### src/verilog/ocs_pkg.sv
// Constants, types and register map of the system clock source switcher.
// Assumes a 100 MHz reference clock and oscillator levels sampled on it.
package ocs_pkg;

    // Register offsets, byte addresses of aligned words
    localparam logic [7:0] OSC_CTRL_OFF   = 8'h00;
    localparam logic [7:0] T1_CTRL_OFF    = 8'h04;
    localparam logic [7:0] IRQ_STS_OFF    = 8'h08;
    localparam logic [7:0] IRQ_MASK_OFF   = 8'h0C;
    localparam logic [7:0] SW_STS_OFF     = 8'h10;

    // Field positions
    localparam int FREQ_SEL_LSB  = 4;
    localparam int STARTUP_BIT   = 3;
    localparam int STABLE_BIT    = 2;
    localparam int SRC_SEL_LSB   = 0;
    localparam int T1_EN_BIT     = 0;
    localparam int T1_ACTIVE_BIT = 6;
    localparam int BUSY_BIT      = 0;
    localparam int STAB_RUN_BIT  = 1;
    localparam int IRQ_DONE      = 0;
    localparam int IRQ_STABLE    = 1;
    localparam int IRQ_T1_ACTIVE = 2;
    localparam int IRQ_W         = 3;

    // Select encodings
    localparam int          SRC_T1_BIT   = 0;
    localparam int          SRC_INT_BIT  = 1;
    localparam logic [1:0]  SRC_PRIMARY  = 2'h0;
    localparam logic [1:0]  SRC_TIMER1   = 2'h1;
    localparam logic [2:0]  FREQ_LF      = 3'h0;
    localparam logic [2:0]  FREQ_HF_FULL = 3'h7;

    // Reset values
    localparam logic [2:0]        FREQ_RST = 3'h0;
    localparam logic [1:0]        SRC_RST  = 2'h0;
    localparam logic [IRQ_W-1:0]  MASK_RST = 3'h0;

    // Postscaler and edge counting
    localparam int          PSC_W      = 7;
    localparam int          PSC_TOP    = 6;
    localparam logic [3:0]  EDGE_LAST  = 4'h7;
    localparam logic [3:0]  EDGE_ZERO  = 4'h0;

    // Settle delay after going from the slow RC clock to a faster internal setting
    localparam int CLK_PERIOD_NS = 10;
    localparam int STAB_TIME_NS  = 4000000;
    localparam int STAB_CYCLES   = STAB_TIME_NS / CLK_PERIOD_NS;
    localparam int STAB_W        = 19;

    typedef struct packed {
        logic primary;
        logic t1_xtal;
        logic lf_rc;
        logic hf_rc;
    } ocs_osc_in_t;

    typedef struct packed {
        logic [1:0] src;
        logic [2:0] freq;
    } ocs_sel_t;

    typedef enum logic [1:0] {SW_IDLE, SW_GATE, SW_COUNT} ocs_sw_state_t;

endpackage : ocs_pkg

### src/verilog/ocs_top.sv
// System clock source switcher with APB register access and interrupt.
// Assumes oscillator levels and APB signals are synchronous to ref_clk.
//
// Design decisions made here: register access over APB and the address map.
`timescale 1ns/10ps
module ocs_top #(
    parameter int STAB_CYCLES_P = ocs_pkg::STAB_CYCLES
) (
    input  wire logic                 ref_clk,
    input  wire logic                 rst_n,
    input  wire logic                 clk_en,
    input  wire logic                 psel,
    input  wire logic                 penable,
    input  wire logic                 pwrite,
    input  wire logic [7:0]           paddr,
    input  wire logic [31:0]          pwdata,
    output logic      [31:0]          prdata,
    output logic                      pready,
    output logic                      pslverr,
    input  wire ocs_pkg::ocs_osc_in_t osc_in,
    output logic                      clock_output,
    output logic                      first_phase_hold,
    output logic                      primary_osc_enable,
    output logic                      timer1_osc_enable,
    output logic                      secondary_run_mode,
    output logic                      irq
);
    import ocs_pkg::*;

    // Control registers
    logic [2:0]        int_osc_freq_select_ff;
    logic [1:0]        sysclk_source_select_ff;
    logic              timer1_osc_enable_ff;
    logic [IRQ_W-1:0]  irq_mask_ff;
    logic [IRQ_W-1:0]  irq_sts_ff;
    logic              irq_ff;
    // APB answer
    logic              pready_ff;
    logic              pslverr_ff;
    logic [31:0]       prdata_ff;
    logic [31:0]       nxt_prdata;
    logic              nxt_pslverr;
    // Switch sequencer
    ocs_sw_state_t     state_ff;
    ocs_sel_t          act_ff;
    ocs_sel_t          tgt_ff;
    ocs_sel_t          nxt_tgt;
    logic [3:0]        edge_cnt_ff;
    logic              gate_low_ff;
    // Settle delay
    logic              int_freq_stable_flag_ff;
    logic              stab_run_ff;
    logic [STAB_W-1:0] stab_cnt_ff;
    // Status outputs
    logic              osc_startup_status_ff;
    logic              timer1_sysclk_running_flag_ff;
    logic              first_phase_hold_ff;
    logic              primary_osc_enable_ff;
    logic              secondary_run_mode_ff;
    logic              clock_output_ff;
    // Edge tracking
    logic [PSC_W-1:0]  psc_ff;
    logic              hf_prev_ff;
    logic              old_prev_ff;
    logic              new_prev_ff;
    logic              old_lvl;
    logic              new_lvl;
    logic              old_fall;
    logic              new_fall;
    // Decodes and events
    logic              apb_wr;
    logic              need_switch;
    logic              sw_done;
    logic              from_lf_up;
    logic              stab_end;
    logic [IRQ_W-1:0]  ev_vec;

    // Level of the clock that a select pair names
    function automatic logic clk_level(input ocs_sel_t sel, input ocs_osc_in_t osc,
                                       input logic [PSC_W-1:0] psc);
        logic lvl;
        lvl = osc.primary;
        if (sel.src[SRC_INT_BIT]) begin
            if (sel.freq == FREQ_LF) begin
                lvl = osc.lf_rc;
            end else if (sel.freq == FREQ_HF_FULL) begin
                lvl = osc.hf_rc;
            end else begin
                lvl = psc[PSC_TOP - int'(sel.freq)];
            end
        end else if (sel.src[SRC_T1_BIT]) begin
            lvl = osc.t1_xtal;
        end
        return lvl;
    endfunction : clk_level

    // True when the pair selects the slow RC clock
    function automatic logic is_lf(input ocs_sel_t sel);
        return sel.src[SRC_INT_BIT] && (sel.freq == FREQ_LF);
    endfunction : is_lf

    // True when the pair selects the timer crystal
    function automatic logic is_t1(input ocs_sel_t sel);
        return !sel.src[SRC_INT_BIT] && sel.src[SRC_T1_BIT];
    endfunction : is_t1

    // Timer crystal request falls back when that oscillator is off
    function automatic logic [1:0] resolve_src(input logic [1:0] req, input logic t1_en);
        logic [1:0] res;
        res = req;
        if (!t1_en && req[SRC_T1_BIT]) begin
            res = {req[SRC_INT_BIT], 1'b0};
        end
        return res;
    endfunction : resolve_src

    // Bus and sequencer decodes
    assign apb_wr      = psel && penable && pready_ff && pwrite;
    assign nxt_tgt     = '{src: sysclk_source_select_ff, freq: int_osc_freq_select_ff};
    assign need_switch = (nxt_tgt.src != act_ff.src) ||
                         (nxt_tgt.src[SRC_INT_BIT] && (nxt_tgt.freq != act_ff.freq));
    assign old_lvl     = clk_level(act_ff, osc_in, psc_ff);
    assign new_lvl     = clk_level(tgt_ff, osc_in, psc_ff);
    assign old_fall    = old_prev_ff && !old_lvl;
    assign new_fall    = new_prev_ff && !new_lvl;
    assign sw_done     = (state_ff == SW_COUNT) && new_fall && (edge_cnt_ff == EDGE_LAST);
    assign from_lf_up  = is_lf(act_ff) && tgt_ff.src[SRC_INT_BIT] && (tgt_ff.freq != FREQ_LF);
    assign stab_end    = stab_run_ff && (stab_cnt_ff == STAB_W'(STAB_CYCLES_P - 1));
    assign ev_vec      = {sw_done && is_t1(tgt_ff), stab_end, sw_done};

    // Software control fields; the frequency field is taken whatever runs
    always_ff @(posedge ref_clk) begin
        if (!rst_n) begin
            int_osc_freq_select_ff  <= FREQ_RST;
            sysclk_source_select_ff <= SRC_RST;
            timer1_osc_enable_ff    <= 1'b0;
            irq_mask_ff             <= MASK_RST;
        end else if (clk_en && apb_wr) begin
            if (paddr == OSC_CTRL_OFF) begin
                int_osc_freq_select_ff  <= pwdata[FREQ_SEL_LSB +: 3];
                sysclk_source_select_ff <= resolve_src(pwdata[SRC_SEL_LSB +: 2],
                                                       timer1_osc_enable_ff);
            end
            if (paddr == T1_CTRL_OFF) begin
                timer1_osc_enable_ff <= pwdata[T1_EN_BIT];
            end
            if (paddr == IRQ_MASK_OFF) begin
                irq_mask_ff <= pwdata[IRQ_W-1:0];
            end
        end
    end

    // Read mux, sampled in the setup cycle
    always_comb begin
        nxt_prdata  = 32'h0000_0000;
        nxt_pslverr = 1'b0;
        case (paddr)
            OSC_CTRL_OFF: begin
                nxt_prdata[FREQ_SEL_LSB +: 3] = int_osc_freq_select_ff;
                nxt_prdata[STARTUP_BIT]       = osc_startup_status_ff;
                nxt_prdata[STABLE_BIT]        = int_freq_stable_flag_ff;
                nxt_prdata[SRC_SEL_LSB +: 2]  = sysclk_source_select_ff;
            end
            T1_CTRL_OFF: begin
                nxt_prdata[T1_EN_BIT]     = timer1_osc_enable_ff;
                nxt_prdata[T1_ACTIVE_BIT] = timer1_sysclk_running_flag_ff;
            end
            IRQ_STS_OFF: begin
                nxt_prdata[IRQ_W-1:0] = irq_sts_ff;
            end
            IRQ_MASK_OFF: begin
                nxt_prdata[IRQ_W-1:0] = irq_mask_ff;
            end
            SW_STS_OFF: begin
                nxt_prdata[BUSY_BIT]     = (state_ff != SW_IDLE);
                nxt_prdata[STAB_RUN_BIT] = stab_run_ff;
            end
            default: begin
                nxt_pslverr = 1'b1;
            end
        endcase
    end

    // APB answer: ready in the first access cycle, no wait states
    always_ff @(posedge ref_clk) begin
        if (!rst_n) begin
            pready_ff  <= 1'b0;
            pslverr_ff <= 1'b0;
            prdata_ff  <= 32'h0000_0000;
        end else if (clk_en) begin
            pready_ff <= psel && !penable && !pready_ff;
            if (psel && !penable) begin
                prdata_ff  <= pwrite ? 32'h0000_0000 : nxt_prdata;
                pslverr_ff <= nxt_pslverr;
            end else begin
                pslverr_ff <= 1'b0;
            end
        end
    end

    // Fast RC postscaler and previous levels for falling edge detection
    always_ff @(posedge ref_clk) begin
        if (!rst_n) begin
            psc_ff      <= '0;
            hf_prev_ff  <= 1'b0;
            old_prev_ff <= 1'b0;
            new_prev_ff <= 1'b0;
        end else if (clk_en) begin
            hf_prev_ff  <= osc_in.hf_rc;
            old_prev_ff <= old_lvl;
            new_prev_ff <= new_lvl;
            if (hf_prev_ff && !osc_in.hf_rc) begin
                psc_ff <= psc_ff + PSC_W'(1);
            end
        end
    end

    // Switch sequencer; a request changed mid-switch is taken after it ends
    always_ff @(posedge ref_clk) begin
        if (!rst_n) begin
            state_ff    <= SW_IDLE;
            act_ff      <= '{src: SRC_RST, freq: FREQ_RST};
            tgt_ff      <= '{src: SRC_RST, freq: FREQ_RST};
            edge_cnt_ff <= EDGE_ZERO;
            gate_low_ff <= 1'b0;
        end else if (clk_en) begin
            case (state_ff)
                SW_IDLE: begin
                    if (need_switch) begin
                        tgt_ff   <= nxt_tgt;
                        state_ff <= SW_GATE;
                    end
                end
                SW_GATE: begin
                    // Wait for the old clock to fall so its last high is whole
                    if (old_fall) begin
                        gate_low_ff <= 1'b1;
                        edge_cnt_ff <= EDGE_ZERO;
                        state_ff    <= SW_COUNT;
                    end
                end
                SW_COUNT: begin
                    if (sw_done) begin
                        act_ff      <= tgt_ff;
                        gate_low_ff <= 1'b0;
                        state_ff    <= SW_IDLE;
                    end else if (new_fall) begin
                        edge_cnt_ff <= edge_cnt_ff + 4'h1;
                    end
                end
                default: begin
                    state_ff    <= SW_IDLE;
                    gate_low_ff <= 1'b0;
                end
            endcase
        end
    end

    // Clock output: held low while gated, swapped only at a low level
    always_ff @(posedge ref_clk) begin
        if (!rst_n) begin
            clock_output_ff <= 1'b0;
        end else if (clk_en) begin
            clock_output_ff <= gate_low_ff ? 1'b0 : old_lvl;
        end
    end

    // Settle delay; the core keeps running on the new clock meanwhile
    always_ff @(posedge ref_clk) begin
        if (!rst_n) begin
            int_freq_stable_flag_ff <= 1'b1;
            stab_run_ff             <= 1'b0;
            stab_cnt_ff             <= '0;
        end else if (clk_en) begin
            if (sw_done && from_lf_up) begin
                int_freq_stable_flag_ff <= 1'b0;
                stab_run_ff             <= 1'b1;
                stab_cnt_ff             <= '0;
            end else if (stab_end) begin
                int_freq_stable_flag_ff <= 1'b1;
                stab_run_ff             <= 1'b0;
            end else if (stab_run_ff) begin
                stab_cnt_ff <= stab_cnt_ff + STAB_W'(1);
            end
            // Other switches leave the flag untouched
        end
    end

    // Timer crystal transition, phase hold and primary power
    always_ff @(posedge ref_clk) begin
        if (!rst_n) begin
            osc_startup_status_ff         <= 1'b1;
            timer1_sysclk_running_flag_ff <= 1'b0;
            first_phase_hold_ff           <= 1'b0;
            primary_osc_enable_ff         <= 1'b1;
            secondary_run_mode_ff         <= 1'b0;
        end else if (clk_en) begin
            if ((state_ff == SW_IDLE) && need_switch) begin
                if (is_t1(nxt_tgt)) begin
                    osc_startup_status_ff <= 1'b0;
                    first_phase_hold_ff   <= 1'b1;
                end
                // Primary must run before it can be counted in
                if (nxt_tgt.src == SRC_PRIMARY) begin
                    primary_osc_enable_ff <= 1'b1;
                end
            end else if (sw_done) begin
                first_phase_hold_ff           <= 1'b0;
                timer1_sysclk_running_flag_ff <= is_t1(tgt_ff);
                secondary_run_mode_ff         <= is_t1(tgt_ff);
                primary_osc_enable_ff         <= !is_t1(tgt_ff);
                if (tgt_ff.src == SRC_PRIMARY) begin
                    osc_startup_status_ff <= 1'b1;
                end
            end
        end
    end

    // Sticky event bits; a set in the clearing cycle wins
    generate
        for (genvar i = 0; i < IRQ_W; i++) begin : g_sts
            always_ff @(posedge ref_clk) begin
                if (!rst_n) begin
                    irq_sts_ff[i] <= 1'b0;
                end else if (clk_en) begin
                    if (ev_vec[i]) begin
                        irq_sts_ff[i] <= 1'b1;
                    end else if (apb_wr && (paddr == IRQ_STS_OFF) && pwdata[i]) begin
                        irq_sts_ff[i] <= 1'b0;
                    end
                end
            end
        end
    endgenerate

    // Level interrupt from unmasked status
    always_ff @(posedge ref_clk) begin
        if (!rst_n) begin
            irq_ff <= 1'b0;
        end else if (clk_en) begin
            irq_ff <= |(irq_sts_ff & irq_mask_ff);
        end
    end

    assign prdata             = prdata_ff;
    assign pready             = pready_ff;
    assign pslverr            = pslverr_ff;
    assign clock_output       = clock_output_ff;
    assign first_phase_hold   = first_phase_hold_ff;
    assign primary_osc_enable = primary_osc_enable_ff;
    assign timer1_osc_enable  = timer1_osc_enable_ff;
    assign secondary_run_mode = secondary_run_mode_ff;
    assign irq                = irq_ff;
endmodule : ocs_top

### config.mk
export PLATFORM = sky130hd
export DESIGN_NAME = ocs_top
export DESIGN_NICKNAME = d
export VERILOG_FILES = /design/src/verilog/ocs_pkg.sv /design/src/verilog/ocs_top.sv
export SDC_FILE = /design/constraint.sdc
export NUM_CORES = 1
export LEC_CHECK = 0
export BUFFER_PORTS_ARGS = -buffer_cell sky130_fd_sc_hd__buf_4
export CAP_MARGIN = 0
export CORE_AREA = 2 2 65 128
export CTS_CLUSTER_SIZE = 28
export DETAILED_ROUTE_END_ITERATION = 12
export DIE_AREA = 0 0 67 130
export PLACE_DENSITY_LB_ADDON = 0.05
export SYNTH_ARGS = -nofsm -noshare
export SYNTH_HDL_FRONTEND = slang
export SYNTH_SLANG_ARGS = --single-unit
export TNS_END_PERCENT = 30
### constraint.sdc
create_clock -name ref_clk -period 2.8 [get_ports ref_clk]
set_input_delay 0.56 -clock ref_clk [delete_from_list [all_inputs] [get_ports ref_clk]]
set_output_delay 0.56 -clock ref_clk [all_outputs]
set_load 0.02 [all_outputs]
==> impl_metrics.yaml <==
placement:
  numPortBuffers: 38
  hpwl_um: 6880
  place.gp.congestion: 0.792
  post_dp_cell_area_um2: 4440
synthesis:
  synth_area_leaders: "dfxtp_1 37%, mux2i_1 5.1%, buf_4 4.6%, nor2_1 4.6%, a21oi_1 3.7%"
  synth-seq-cells: 75
  synth_ff_type: "dfxtp_1"
  yosysTopAreaCellShare: 0.366
  yosysSeqAreaShare: 0.366
  async_flop_share: 0
  synth_cell_types: 66
  yosysWarningCount: 0
  syn_area_per_cell_um2: 8.40
  synth_enable_flop_cells: 0
  syn_area_um2: 4100
  synth_top_cell_by_area: "dfxtp_1"
  synthCells: 488
power:
  power_density_nw_per_um2: 530
  p_leak_nw: 1.89
  total_power_mw: 2.53
  ir_worst_vdd_v: 0.000455
clock_tree:
  htreeDepth: 3
  insertion_delay_ps: 340
  cts_inserted_buffers: 9
  clkSinkCount: 75
  cts-root-buf: "clkbuf_16"
  clock_path_buffers: 2
  hold_buffers: 0
  cts_tree: "yes"
  path_clk_slew_ps: 60
finish:
  final_common_cell: "dfxtp_1"
  fill_cells: 739
  multi_input_area_um2: 2330
  antennaDiodeCount: 0
  final-seq-area_um2: 1500
  mostFrequentLayoutCells: "75 x dfxtp_1, 56 x buf_4, 50 x nor2_1, 36 x nand2_1, 30 x a21oi_1"
  drive_above_1_share: 0.166
  area_growth_pct: 16.5
  design_area_um2: 4780
  final_nets: 591
timing:
  hold_violations: 0
  fin_tns_setup_ps: 0
  period_needed_ps: 2650
  worstMarginPinSlew_ps: 894
  timing.hold.ws_ps: 454
  clock.fmax_mhz: 377
  drv_slew: 0
  maxSlewHeadroom: 0.401
  finClkSkew_ps: 7.72
  setup_viol: 0
  period_share: 0.947
  rsz0062_at_grt: "no"
grt:
  grt_pass1_vias: 3175
  grt_max_degree: 29
  grt_use_met2: 0.358
  grt_pass1_wl_um: 15100
  busiest_layer: "met2"
  grtUsageMet1: 0.301
  track_usage: 0.226
  antenna_found_initial: 0
  use_met3: 0.0422
  grt_overflow: 0
die:
  pin_count: 90
  std_cell_rows: 46
  core_um2: 7830
  die-area_um2: 8710
  fp.dieW_um: 67
  start_util: 0.524
  dieHeight_um: 130
detailed_routing:
  drt-initial-drc-count: 233
  route.detailed.drc: 0
  vias: 3535
  postRouteAntennaNets: 0
  drtPass1Iterations: 4
  wl_per_cell_um: 14.9
  post_drt_via_cell_ratio: 5.58
  routed_wirelength_um: 9410
setup_path:
  crit_arrival_ps: 2880
  crit_required_ps: 3030
  cp-end-kind: "register"
  startpoint_type: "register"
  path_max_fanout: 5
  critPathKind: "reg -> reg"
job:
  cap_violations: 0
worst_hold_path:
  hold_class: "reg -> reg"
status:
  outcome: "completed"
-- final cells by class --
| cell class | instances | share of cell area |
|---|---|---|
| clock buffer | 9 | 0.0472 |
| clock inverter | 7 | 0.0212 |
| inverter | 20 | 0.0157 |
| multi-input combinational | 370 | 0.488 |
| sequential | 75 | 0.314 |
| tap | 96 | 0.0252 |
| timing repair buffer | 56 | 0.0880 |
-- registers in the layout, indices dropped and copies added (netlist names), 3 cells and up --
signal and flops:
irq_mask_ff 3, psc_ff 7, act_ff 5, irq_sts_ff 3, prdata 7, edge_cnt_ff 4, int_osc_freq_select_ff 3, tgt_ff 5
stab_cnt_ff 19
-- kinds of logic after synthesis --
family | Yosys count | share of synthesized area
XOR/XNOR | 11 | 0.0235
flip-flops | 75 | 0.366
adder cells (fa/ha/maj) | 9 | 0.0275
multiplexers | 24 | 0.0623
AO/OA/AOI/OAI | 112 | 0.197
buffers and inverters | 67 | 0.0888
other | 1 | 0.000915
AND/OR/NAND/NOR | 189 | 0.234
-- stage by stage --
stage	cells	setup slack (ps)	utilization
3_5_place_dp	617	118	0.567
3_3_place_gp	617	180	0.567
4_1_cts	633	108	0.609
5_1_grt	633	20.6	0.610
6_report	633	148	0.610
2_1_floorplan	512	231	-
-- cell usage after synthesis, drive strengths merged, types with 3 or more instances --
cell type	number
a22oi	4
nand4b	3
or2	3
and3	9
dfxtp	75
clkbuf	16
xnor2	7
nor4	4
nor3	8
nand3b	5
a32oi	6
and2	4
nor2	50
or4	6
ha	9
a31oi	4
nand2	36
o21ai	19
xor2	4
mux2i	21
or3	11
nand3	29
buf	31
nand4	10
o31ai	11
inv	20
a21boi	3
a31o	4
a21oi	30
-- where the power goes --
group | leakage [nW] | total (mW) | switching, mW | internal, mW
clock network | 0.152 | 1.26 | 0.474 | 0.786
registers | 0.606 | 1.11 | 0.0265 | 1.09
logic | 1.13 | 0.159 | 0.102 | 0.0573
-- per-layer routing --
layer,part of all wire,routed length (um),up-vias
met5,0,0,-
met4,0.016,148,0
met3,0.030,286,9
met2,0.50,4720,59
li1,-,-,1834
met1,0.45,4250,1633
-- repair_timing --
item                       CTS  global route
setup endpoints to repair    0             1
setup buffers                0             0
gates resized for setup      0             1
-- path summary, 6_finish.rpt --
kind         startpoint              to  slack (ps)  depth (start not counted)
min           prdata[3]       prdata[3]         450                          2
min reg2reg   prdata[3]       prdata[3]         450                          2
max           tgt_ff[0]  edge_cnt_ff[1]         150                         10
max reg2reg   tgt_ff[0]  edge_cnt_ff[1]         150                         10
-- critical path, stage by stage, from the launching register on --
cell      delay (ps)
dfxtp_1          380
buf_4            160
inv_1             40
ha_1             320
mux2_2           340
and2_1           190
o221ai_4         230
buf_4            190
a21boi_0          80
nand4b_1         300
a32o_1           310
Note: power is estimated with default switching activity, not from simulation.
